`src/verilog/aosc_defines.vh`:
```
// register map, field positions, reset values and timing constants
`ifndef AOSC_DEFINES_VH
`define AOSC_DEFINES_VH
`define AOSC_ADDR_W          7
`define AOSC_DATA_W          9
`define AOSC_REG_BUF         7'h01
`define AOSC_REG_PWR         7'h03
`define AOSC_REG_ATT         7'h28
`define AOSC_REG_BST         7'h31
`define AOSC_REG_SPKVOL      7'h36
`define AOSC_REG_MMXMUTE     7'h38
`define AOSC_REG_MOUTMUTE    7'h45
`define AOSC_REG_LIMBST      7'h19
`define AOSC_REG_SRATE       7'h07
`define AOSC_REG_TIEOFF      7'h50
`define AOSC_REG_INSW        7'h51
`define AOSC_REG_STATUS      7'h52
`define AOSC_BIT_REFBUF      2
`define AOSC_BIT_BSTBUF      8
`define AOSC_BIT_SPKMX       2
`define AOSC_BIT_MONOMX      3
`define AOSC_BIT_SPKP        5
`define AOSC_BIT_SPKN        6
`define AOSC_BIT_MONOOUT     7
`define AOSC_BIT_SPEAKER_ATTEN      1
`define AOSC_BIT_MONOATT     2
`define AOSC_BIT_SPEAKER_BOOST_SELECT      2
`define AOSC_BIT_MONOBST     3
`define AOSC_BIT_SPKMUTE     6
`define AOSC_BIT_MMXMUTE     6
`define AOSC_BIT_MOUTMUTE    4
`define AOSC_BIT_LIMEN       8
`define AOSC_BIT_HIZ         0
`define AOSC_RST_REG         9'h000
`define AOSC_BOOST_MAX       4'hc
`define AOSC_DEPOP_MS        250
`define AOSC_CLK_KHZ         40000
`define AOSC_SR_BASE_KHZ     48
`define AOSC_DEPOP_CYCLES    (`AOSC_DEPOP_MS * `AOSC_CLK_KHZ)
`endif

```
`src/verilog/aosc_depop_timer.v`:
```
// depop delay counter scaled by the sample-rate setting
`timescale 1ns/10ps
`default_nettype none
`include "aosc_defines.vh"
module aosc_depop_timer #(
    parameter CYC_W     = 24,
    parameter BASE_CYC  = `AOSC_DEPOP_CYCLES
) (
    // clock and reset
    input  wire             clk_in,
    input  wire             rst_n_in,
    // control
    input  wire             start_in,
    input  wire [2:0]       srate_in,
    // status
    output reg              done_out
);
    reg  [CYC_W-1:0] cnt_q;
    reg  [3:0]       pre_q;
    wire [3:0]       pre_top;
    // slower sample rates stretch each base tick
    assign pre_top = {1'b0, srate_in};
    always @(posedge clk_in) begin
        if (!rst_n_in) begin
            cnt_q    <= {CYC_W{1'b0}};
            pre_q    <= 4'h0;
            done_out <= 1'b0;
        end else if (start_in) begin
            cnt_q    <= {CYC_W{1'b0}};
            pre_q    <= 4'h0;
            done_out <= 1'b0;
        end else if (!done_out) begin
            if (pre_q >= pre_top) begin
                pre_q <= 4'h0;
                if (cnt_q >= BASE_CYC[CYC_W-1:0] - 1'b1)
                    done_out <= 1'b1;
                else
                    cnt_q <= cnt_q + 1'b1;
            end else begin
                pre_q <= pre_q + 1'b1;
            end
        end
    end
endmodule
`default_nettype wire

```
`src/verilog/aosc_gain_boost.v`:
```
// fixed or limiter-gated digital boost for one playback sample
`timescale 1ns/10ps
`default_nettype none
`include "aosc_defines.vh"
module aosc_gain_boost #(
    parameter W = 16
) (
    // clock and reset
    input  wire                clk_in,
    input  wire                rst_n_in,
    // control
    input  wire [3:0]          level_in,
    input  wire                lim_en_in,
    input  wire                below_thr_in,
    // sample
    input  wire                valid_in,
    input  wire signed [W-1:0] sample_in,
    output reg  signed [W-1:0] sample_out,
    output reg                 valid_out
);
    // linear gain per dB in Q8, 0..12 dB
    function [11:0] db_gain;
        input [3:0] db;
        begin
            case (db)
                4'h0: db_gain = 12'h100;
                4'h1: db_gain = 12'h11f;
                4'h2: db_gain = 12'h142;
                4'h3: db_gain = 12'h16a;
                4'h4: db_gain = 12'h196;
                4'h5: db_gain = 12'h1c7;
                4'h6: db_gain = 12'h1ff;
                4'h7: db_gain = 12'h23d;
                4'h8: db_gain = 12'h283;
                4'h9: db_gain = 12'h2d2;
                4'ha: db_gain = 12'h32a;
                4'hb: db_gain = 12'h38c;
                default: db_gain = 12'h3fb;
            endcase
        end
    endfunction
    wire [3:0]              eff_db;
    wire                    apply;
    wire signed [W+12:0]    prod;
    wire signed [W+4:0]     shr;
    assign eff_db = (level_in > `AOSC_BOOST_MAX) ? `AOSC_BOOST_MAX
                                                 : level_in;
    assign apply  = !lim_en_in || below_thr_in;
    assign prod   = sample_in * $signed({1'b0, db_gain(eff_db)});
    assign shr    = prod[W+12:8];
    always @(posedge clk_in) begin
        if (!rst_n_in) begin
            sample_out <= {W{1'b0}};
            valid_out  <= 1'b0;
        end else begin
            valid_out <= valid_in;
            if (valid_in) begin
                if (!apply)
                    sample_out <= sample_in;
                else if (shr > $signed({1'b0, {(W-1){1'b1}}}))
                    sample_out <= {1'b0, {(W-1){1'b1}}};
                else if (shr < $signed({1'b1, {(W-1){1'b0}}}))
                    sample_out <= {1'b1, {(W-1){1'b0}}};
                else
                    sample_out <= shr[W-1:0];
            end
        end
    end
endmodule
`default_nettype wire

```
`src/verilog/aosc_top.v`:
```
// output stage control: registers, gating, tie-off and depop timing
//
// Added by the designer: strobed register access.
`timescale 1ns/10ps
`default_nettype none
`include "aosc_defines.vh"
module aosc_top #(
    parameter SAMPLE_W    = 16,
    parameter N_INPUTS    = 4,
    parameter DEPOP_CYC   = `AOSC_DEPOP_CYCLES
) (
    // clock and reset
    input  wire                       REF_CLK_IN,
    input  wire                       RST_N_IN,
    // register port
    input  wire [`AOSC_ADDR_W-1:0]    REG_ADDR_IN,
    input  wire [`AOSC_DATA_W-1:0]    REG_WDATA_IN,
    input  wire                       REG_WR_IN,
    input  wire                       REG_RD_IN,
    output reg  [`AOSC_DATA_W-1:0]    REG_RDATA_OUT,
    // playback samples
    input  wire                       PLAY_VALID_IN,
    input  wire signed [SAMPLE_W-1:0] PLAY_SAMPLE_IN,
    input  wire                       LIM_BELOW_THR_IN,
    output wire                       PLAY_VALID_OUT,
    output wire signed [SAMPLE_W-1:0] PLAY_SAMPLE_OUT,
    // speaker output controls
    output reg                        SPEAKER_PLUS_PIN_DRIVE_OUT,
    output reg                        SPEAKER_MINUS_PIN_DRIVE_OUT,
    output reg  [5:0]                 SPEAKER_VOLUME_OUT,
    output reg                        SPEAKER_ATTEN_OUT,
    output reg                        SPEAKER_BOOST_SELECT_OUT,
    output reg                        SPEAKER_PLUS_PIN_TIE_OUT,
    output reg                        SPEAKER_MINUS_PIN_TIE_OUT,
    output reg                        SPEAKER_TIE_HI_OUT,
    // mono output controls
    output reg                        MONO_OUTPUT_PIN_DRIVE_OUT,
    output reg                        MONO_ATTEN_OUT,
    output reg                        MONO_BOOST_SELECT_OUT,
    output reg                        MONO_OUTPUT_PIN_TIE_OUT,
    output reg                        MONO_TIE_HI_OUT,
    // tie-off resources
    output reg                        REF_TIEOFF_BUFFER_ON_OUT,
    output reg                        BOOSTED_TIEOFF_BUFFER_ON_OUT,
    output reg                        TIEOFF_HIGH_Z_OUT,
    output reg  [N_INPUTS-1:0]        INPUT_TIE_OUT,
    // depop status
    output wire                       DEPOP_DONE_OUT
);
    // ------------------------------------------------------------
    // registers
    // ------------------------------------------------------------
    reg [`AOSC_DATA_W-1:0] buf_q;
    reg [`AOSC_DATA_W-1:0] pwr_q;
    reg [`AOSC_DATA_W-1:0] att_q;
    reg [`AOSC_DATA_W-1:0] bst_q;
    reg [`AOSC_DATA_W-1:0] spkvol_q;
    reg [`AOSC_DATA_W-1:0] mmx_q;
    reg [`AOSC_DATA_W-1:0] mono_output_pin_q;
    reg [`AOSC_DATA_W-1:0] lim_q;
    reg [2:0]              srate_q;
    reg                    hiz_q;
    reg [N_INPUTS-1:0]     insw_q;
    reg                    pwr_wr_q;
    wire                   depop_done;
    wire                   any_out_on;

    always @(posedge REF_CLK_IN) begin
        if (!RST_N_IN) begin
            buf_q    <= `AOSC_RST_REG;
            pwr_q    <= `AOSC_RST_REG;
            att_q    <= `AOSC_RST_REG;
            bst_q    <= `AOSC_RST_REG;
            spkvol_q <= `AOSC_RST_REG;
            mmx_q    <= `AOSC_RST_REG;
            mono_output_pin_q   <= `AOSC_RST_REG;
            lim_q    <= `AOSC_RST_REG;
            srate_q  <= 3'h0;
            hiz_q    <= 1'b0;
            insw_q   <= {N_INPUTS{1'b0}};
            pwr_wr_q <= 1'b0;
        end else begin
            pwr_wr_q <= 1'b0;
            if (REG_WR_IN) begin
                if (REG_ADDR_IN == `AOSC_REG_BUF)
                    buf_q <= REG_WDATA_IN;
                else if (REG_ADDR_IN == `AOSC_REG_PWR) begin
                    pwr_q    <= REG_WDATA_IN;
                    pwr_wr_q <= 1'b1;
                end else if (REG_ADDR_IN == `AOSC_REG_ATT)
                    att_q <= REG_WDATA_IN;
                else if (REG_ADDR_IN == `AOSC_REG_BST)
                    bst_q <= REG_WDATA_IN;
                else if (REG_ADDR_IN == `AOSC_REG_SPKVOL)
                    spkvol_q <= REG_WDATA_IN;
                else if (REG_ADDR_IN == `AOSC_REG_MMXMUTE)
                    mmx_q <= REG_WDATA_IN;
                else if (REG_ADDR_IN == `AOSC_REG_MOUTMUTE)
                    mono_output_pin_q <= REG_WDATA_IN;
                else if (REG_ADDR_IN == `AOSC_REG_LIMBST)
                    lim_q <= REG_WDATA_IN;
                else if (REG_ADDR_IN == `AOSC_REG_SRATE)
                    srate_q <= REG_WDATA_IN[3:1];
                else if (REG_ADDR_IN == `AOSC_REG_TIEOFF)
                    hiz_q <= REG_WDATA_IN[`AOSC_BIT_HIZ];
                else if (REG_ADDR_IN == `AOSC_REG_INSW)
                    insw_q <= REG_WDATA_IN[N_INPUTS-1:0];
            end
        end
    end

    // ------------------------------------------------------------
    // read port
    // ------------------------------------------------------------
    always @(posedge REF_CLK_IN) begin
        if (!RST_N_IN)
            REG_RDATA_OUT <= {`AOSC_DATA_W{1'b0}};
        else if (REG_RD_IN) begin
            if (REG_ADDR_IN == `AOSC_REG_BUF)
                REG_RDATA_OUT <= buf_q;
            else if (REG_ADDR_IN == `AOSC_REG_PWR)
                REG_RDATA_OUT <= pwr_q;
            else if (REG_ADDR_IN == `AOSC_REG_ATT)
                REG_RDATA_OUT <= att_q;
            else if (REG_ADDR_IN == `AOSC_REG_BST)
                REG_RDATA_OUT <= bst_q;
            else if (REG_ADDR_IN == `AOSC_REG_SPKVOL)
                REG_RDATA_OUT <= spkvol_q;
            else if (REG_ADDR_IN == `AOSC_REG_MMXMUTE)
                REG_RDATA_OUT <= mmx_q;
            else if (REG_ADDR_IN == `AOSC_REG_MOUTMUTE)
                REG_RDATA_OUT <= mono_output_pin_q;
            else if (REG_ADDR_IN == `AOSC_REG_LIMBST)
                REG_RDATA_OUT <= lim_q;
            else if (REG_ADDR_IN == `AOSC_REG_SRATE)
                REG_RDATA_OUT <= {5'h00, srate_q, 1'b0};
            else if (REG_ADDR_IN == `AOSC_REG_TIEOFF)
                REG_RDATA_OUT <= {8'h00, hiz_q};
            else if (REG_ADDR_IN == `AOSC_REG_INSW)
                REG_RDATA_OUT <= {{(`AOSC_DATA_W-N_INPUTS){1'b0}}, insw_q};
            else if (REG_ADDR_IN == `AOSC_REG_STATUS)
                REG_RDATA_OUT <= {4'h0, INPUT_TIE_OUT == {N_INPUTS{1'b1}},
                                  MONO_OUTPUT_PIN_TIE_OUT,
                                  SPEAKER_MINUS_PIN_TIE_OUT,
                                  SPEAKER_PLUS_PIN_TIE_OUT, depop_done};
            else
                REG_RDATA_OUT <= {`AOSC_DATA_W{1'b0}};
        end else
            REG_RDATA_OUT <= {`AOSC_DATA_W{1'b0}};
    end

    // ------------------------------------------------------------
    // path gating and tie-off classification
    // ------------------------------------------------------------
    wire spk_mx  = pwr_q[`AOSC_BIT_SPKMX];
    wire spk_p   = pwr_q[`AOSC_BIT_SPKP];
    wire spk_n   = pwr_q[`AOSC_BIT_SPKN];
    wire mono_mx = pwr_q[`AOSC_BIT_MONOMX];
    wire mono_on = pwr_q[`AOSC_BIT_MONOOUT];
    wire spk_mute  = spkvol_q[`AOSC_BIT_SPKMUTE];
    wire mmx_mute  = mmx_q[`AOSC_BIT_MMXMUTE];
    wire mono_output_pin_mute = mono_output_pin_q[`AOSC_BIT_MOUTMUTE];

    assign any_out_on = spk_p | spk_n | mono_on;

    always @(posedge REF_CLK_IN) begin
        if (!RST_N_IN) begin
            SPEAKER_PLUS_PIN_DRIVE_OUT   <= 1'b0;
            SPEAKER_MINUS_PIN_DRIVE_OUT  <= 1'b0;
            SPEAKER_VOLUME_OUT           <= 6'h00;
            SPEAKER_ATTEN_OUT            <= 1'b0;
            SPEAKER_BOOST_SELECT_OUT     <= 1'b0;
            SPEAKER_PLUS_PIN_TIE_OUT     <= 1'b0;
            SPEAKER_MINUS_PIN_TIE_OUT    <= 1'b0;
            SPEAKER_TIE_HI_OUT           <= 1'b0;
            MONO_OUTPUT_PIN_DRIVE_OUT    <= 1'b0;
            MONO_ATTEN_OUT               <= 1'b0;
            MONO_BOOST_SELECT_OUT        <= 1'b0;
            MONO_OUTPUT_PIN_TIE_OUT      <= 1'b0;
            MONO_TIE_HI_OUT              <= 1'b0;
            REF_TIEOFF_BUFFER_ON_OUT     <= 1'b0;
            BOOSTED_TIEOFF_BUFFER_ON_OUT <= 1'b0;
            TIEOFF_HIGH_Z_OUT            <= 1'b0;
            INPUT_TIE_OUT                <= {N_INPUTS{1'b0}};
        end else begin
            // each terminal drives only with mixer, its enable, no mute
            SPEAKER_PLUS_PIN_DRIVE_OUT  <= spk_mx & spk_p & ~spk_mute;
            SPEAKER_MINUS_PIN_DRIVE_OUT <= spk_mx & spk_n & ~spk_mute;
            SPEAKER_VOLUME_OUT          <= spkvol_q[5:0];
            SPEAKER_ATTEN_OUT           <= att_q[`AOSC_BIT_SPEAKER_ATTEN];
            SPEAKER_BOOST_SELECT_OUT    <= bst_q[`AOSC_BIT_SPEAKER_BOOST_SELECT];
            MONO_OUTPUT_PIN_DRIVE_OUT   <= mono_mx & mono_on & ~mmx_mute
                                           & ~mono_output_pin_mute;
            MONO_ATTEN_OUT              <= att_q[`AOSC_BIT_MONOATT];
            MONO_BOOST_SELECT_OUT       <= bst_q[`AOSC_BIT_MONOBST];
            // unused or muted pins held at their dc level
            SPEAKER_PLUS_PIN_TIE_OUT  <= ~(spk_mx & spk_p & ~spk_mute);
            SPEAKER_MINUS_PIN_TIE_OUT <= ~(spk_mx & spk_n & ~spk_mute);
            MONO_OUTPUT_PIN_TIE_OUT   <= ~(mono_mx & mono_on & ~mmx_mute
                                           & ~mono_output_pin_mute);
            SPEAKER_TIE_HI_OUT <= bst_q[`AOSC_BIT_SPEAKER_BOOST_SELECT];
            MONO_TIE_HI_OUT    <= bst_q[`AOSC_BIT_MONOBST];
            REF_TIEOFF_BUFFER_ON_OUT     <= buf_q[`AOSC_BIT_REFBUF];
            BOOSTED_TIEOFF_BUFFER_ON_OUT <= buf_q[`AOSC_BIT_BSTBUF];
            TIEOFF_HIGH_Z_OUT            <= hiz_q;
            // inputs always tie to 1.0x, each one when its own switch is open
            INPUT_TIE_OUT <= ~insw_q;
        end
    end

    // ------------------------------------------------------------
    // depop delay after enabling outputs
    // ------------------------------------------------------------
    aosc_depop_timer #(
        .CYC_W    (24),
        .BASE_CYC (DEPOP_CYC)
    ) u_depop (
        .clk_in   (REF_CLK_IN),
        .rst_n_in (RST_N_IN),
        .start_in (pwr_wr_q & any_out_on),
        .srate_in (srate_q),
        .done_out (depop_done)
    );
    // host waits for this before audio data
    assign DEPOP_DONE_OUT = depop_done & any_out_on;

    // ------------------------------------------------------------
    // playback boost
    // ------------------------------------------------------------
    aosc_gain_boost #(
        .W (SAMPLE_W)
    ) u_boost (
        .clk_in       (REF_CLK_IN),
        .rst_n_in     (RST_N_IN),
        .level_in     (lim_q[3:0]),
        .lim_en_in    (lim_q[`AOSC_BIT_LIMEN]),
        .below_thr_in (LIM_BELOW_THR_IN),
        .valid_in     (PLAY_VALID_IN),
        .sample_in    (PLAY_SAMPLE_IN),
        .sample_out   (PLAY_SAMPLE_OUT),
        .valid_out    (PLAY_VALID_OUT)
    );
endmodule
`default_nettype wire

```
`config.mk`:
```
export PLATFORM = sky130hd
export DESIGN_NAME = aosc_top
export DESIGN_NICKNAME = d
export VERILOG_FILES = /design/src/verilog/aosc_depop_timer.v /design/src/verilog/aosc_gain_boost.v /design/src/verilog/aosc_top.v
export VERILOG_INCLUDE_DIRS = /design/src /design/src/verilog
export SDC_FILE = /design/constraint.sdc
export NUM_CORES = 1
export LEC_CHECK = 0
export BUFFER_PORTS_ARGS = -buffer_cell sky130_fd_sc_hd__buf_2
export CAP_MARGIN = 15
export CORE_UTILIZATION = 55
export DETAILED_ROUTE_END_ITERATION = 6
export PLACE_DENSITY = 0.81
export SKIP_LAST_GASP = 1
export SLEW_MARGIN = 15
export SYNTH_ARGS = -nofsm -noshare
export SYNTH_HDL_FRONTEND = slang
export SYNTH_SLANG_ARGS = --single-unit
```
`constraint.sdc`:
```
create_clock -name REF_CLK_IN -period 14.9 [get_ports REF_CLK_IN]
set_input_delay 2.98 -clock REF_CLK_IN [delete_from_list [all_inputs] [get_ports REF_CLK_IN]]
set_output_delay 2.98 -clock REF_CLK_IN [all_outputs]
set_load 0.02 [all_outputs]
```
==> flow_summary.ini <==
[global_route]
grt_usage = 0.2787
grt_pass1_vias = 11037
grt_pass1_wl_um = 54640
grt_max_degree = 66
gr-total-overflow = 0
antenna_found_initial = 0

[hold_path]
hold_path_depth = 2
hold_class = reg2reg

[pwr]
swShare = 0.2589
p_int_mw = 0.7327
p_switching_mw = 0.2560
p_clk_frac = 0.443
p_leak_nw = 6.736
powerDensity_nw_per_um2 = 67.52
ir_drop_uv = 86.29
seqPwrFrac = 0.441
combPwrFrac = 0.116

[routing]
via_count = 11336
drc = 0
final_antenna_net_count = 0
drtIter0Drc = 1024
wire_per_inst_um = 16.95
vias_per_cell = 5.748
wl_um = 33420
drt-pass1-iter-count = 6

[critical_path]
crit_chain = buf_2 > and2_1 > fa_1 > inv_1 > fa_1 > inv_1 > fa_1 > fa_1 > inv_1 > fa_1 > inv_1 > ha_1 > and4_1 > o2111ai_1 > o221ai_1 > nand2_1 > a31oi_1 > o2bb2ai_1 > o41a_1 > nor2b_1 > a311oi_1
crit_slowest_cell = nor2b_1
cp.buffers_inverters = 5
start_kind = primary input
end_kind = flip-flop
worstPathArrival_ns = 9.60
critPathRequiredTime_ns = 15.16
r2r_slack_ns = 6.37
crit_family = adder cells
r2r_cells = 26
crit_path_max_fanout = 11
path_depth = 21
critical_path_class = in2reg
crit_top_cell = fa_1
crit_path_max_incr_delay_ns = 0.76

[timing]
finalSetupViolations = 0
relSlewSlack = 0.2216
tightest_slew_ns = 1.165
hold_viol = 0
fin_setup_tns_ns = 0
grt_setup_unrepaired = false
fin_skew_ns = 0.006694
max_freq_mhz = 107.1
fin_crit_sh = 0.6266
drv_slew = 0
min_period_ns = 9.337

[clock_network]
cts_buffer_depth = 2
cts_made_buffers = 17
hold_buffers = 0
clk_latency_ns = 0.42
root_buffer = clkbuf_16
ctsHtreeMaxLevel = 4
cts_tree = yes
clock_sinks = 159
ctsResizeCount = 0
cts_setup_buffers = 0
clk_pin_slew_worst_paths_ns = 0.06

[floorplanning]
core_um2 = 23750
ios = 90
dieArea_um2 = 25100
die_w_um = 158.4
start_util = 0.5666
die_y_um = 158.4
num_rows = 56

[outcome]
outcome = finished clean

[finish]
nNetsFinal = 1894
areaGrowthSynthToFinish_pct = 8.794
final_util = 0.6165
fillers = 2011
drive_gt1_frac = 0.09014
antenna_cells = 0
layoutNonFillerInstCount = 1972

[synthesis]
synth_commonest_cells = inv_1 (241), nand2_1 (170), dfxtp_1 (159)
synth_xor_area_frac = 0.02147
syn_inst = 1614
yosys.cell_count.top_type = inv_1
synthAdderAreaFrac = 0.2796
syn_avg_cell_area_um2 = 8.339
ys_seq_elements = 159
yosys.area.top_type = dfxtp_1
synth_top_family_by_area = adder cells
synth_nets = 1867
ys_types = 67
ys_async_sr_fraction = 0
syn-cell-area_um2 = 13460
synth-edff-count = 0
synth-compound-area-share = 0.1243
synthTopCellsByArea = dfxtp_1 (24%), fa_1 (21%), inv_1 (6.7%)
synth_ff_type = dfxtp_1
ys_seq_area_frac = 0.2365
muxShareOfSynthArea = 0.05141
synth_top_area_share = 0.2365
yosys.area_share.simple = 0.1911
yosys_warnings = 0

[placement]
place.gp.congestion = 0.9503
portBuffers = 89
placedCellCount = 1941
hpwl_um = 24880

[job]
maxCapViolCount = 0
[flip-flops by register name (all words and copies together), names as in the netlist, 6 cells and up]
name,cells
SPEAKER_VOLUME_OUT,6
mono_output_pin_q,9
bst_q,9
u_boost.sample_out,16
mmx_q,9
buf_q,9
lim_q,9
spkvol_q,9
u_depop.cnt_q,24
att_q,9
pwr_q,9
REG_RDATA_OUT,9
[routing by layer]
layer,up-vias,global-route usage,share of wire
li1,5282,-,-
met1,5517,0.3681,0.43
met2,462,0.4607,0.47
met3,75,0.04164,0.074
met4,0,0.1053,0.027
met5,-,0,0
[per-stage QoR]
stage / hold WS [ns] / power [mW] / area (um2) / worst slack [ns]
2_1_floorplan: 0.4122 / 0.5243 / 13460 / 6.081
3_3_place_gp: 0.4384 / 0.5553 / 14040 / 5.448
5_1_grt: 0.4691 / 1.024 / 14640 / 5.166
3_5_place_dp: 0.4442 / 0.5583 / 14040 / 5.194
4_1_cts: 0.4547 / 0.9903 / 14630 / 5.641
6_report: 0.4561 / 0.9887 / 14640 / 5.563
[layout make-up]
cell class | instances | area (um2) | share of cell area
clock buffers | 24 | 491.7 | 0.03358
clock inverters | 7 | 101.3 | 0.006921
inverters | 242 | 908.4 | 0.06204
multi-input cells | 1118 | 9009 | 0.6152
flip-flops and latches | 159 | 3183 | 0.2174
well taps | 319 | 399.1 | 0.02726
repair buffers | 103 | 550.5 | 0.03760
[cell usage in the layout (no fill, tap or decap), drive strengths merged, types with 10 or more instances in the layout]
cell / synthesis / routed
nor2: 149 / 149
a21oi: 95 / 95
nand3: 37 / 37
nand2: 170 / 170
inv: 241 / 243
xor2: 14 / 14
a21o: 14 / 14
dfxtp: 159 / 159
nor2b: 20 / 20
o21ai: 47 / 47
a222oi: 11 / 11
fa: 143 / 143
buf: 8 / 103
and3: 15 / 15
clkbuf: 87 / 24
nand2b: 12 / 12
ha: 72 / 72
a31oi: 14 / 14
mux2i: 68 / 68
xnor2: 19 / 19
nand4: 11 / 11
a211oi: 10 / 10
and2: 81 / 81
nor3: 17 / 17
[final timing paths]
kind,start,endpoint
worst max-delay path,PLAY_SAMPLE_IN[15],u_boost.sample_out[9]
worst min-delay path,pwr_q[0],pwr_q[0]
worst max register to register,lim_q[3],u_boost.sample_out[9]
worst min register to register,pwr_q[0],pwr_q[0]
[power by group through the flow]
stage / Sequential, mW / Combinational (mW) / Clock (mW)
2_1_floorplan: 0.449 / 0.0752 / 0
3_3_place_gp: 0.446 / 0.110 / 0
3_5_place_dp: 0.446 / 0.113 / 0
4_1_cts: 0.436 / 0.113 / 0.441
5_1_grt: 0.437 / 0.127 / 0.460
6_report: 0.436 / 0.115 / 0.438
[cell families after synthesis]
group,after synthesis
AOI/OAI and AO/OA,258
xor gates and xnor gates,33
adders and majority gates,215
buffers and inverters,337
DFF,159
muxes,69
and+or+nand+nor,543
[tightest hold or removal path: stages (launching register included)]
cell and delay [ns]:
dfxtp_1 0.31, nand2_1 0.05, a21oi_1 0.05
Power figures use the tool's default switching activity.
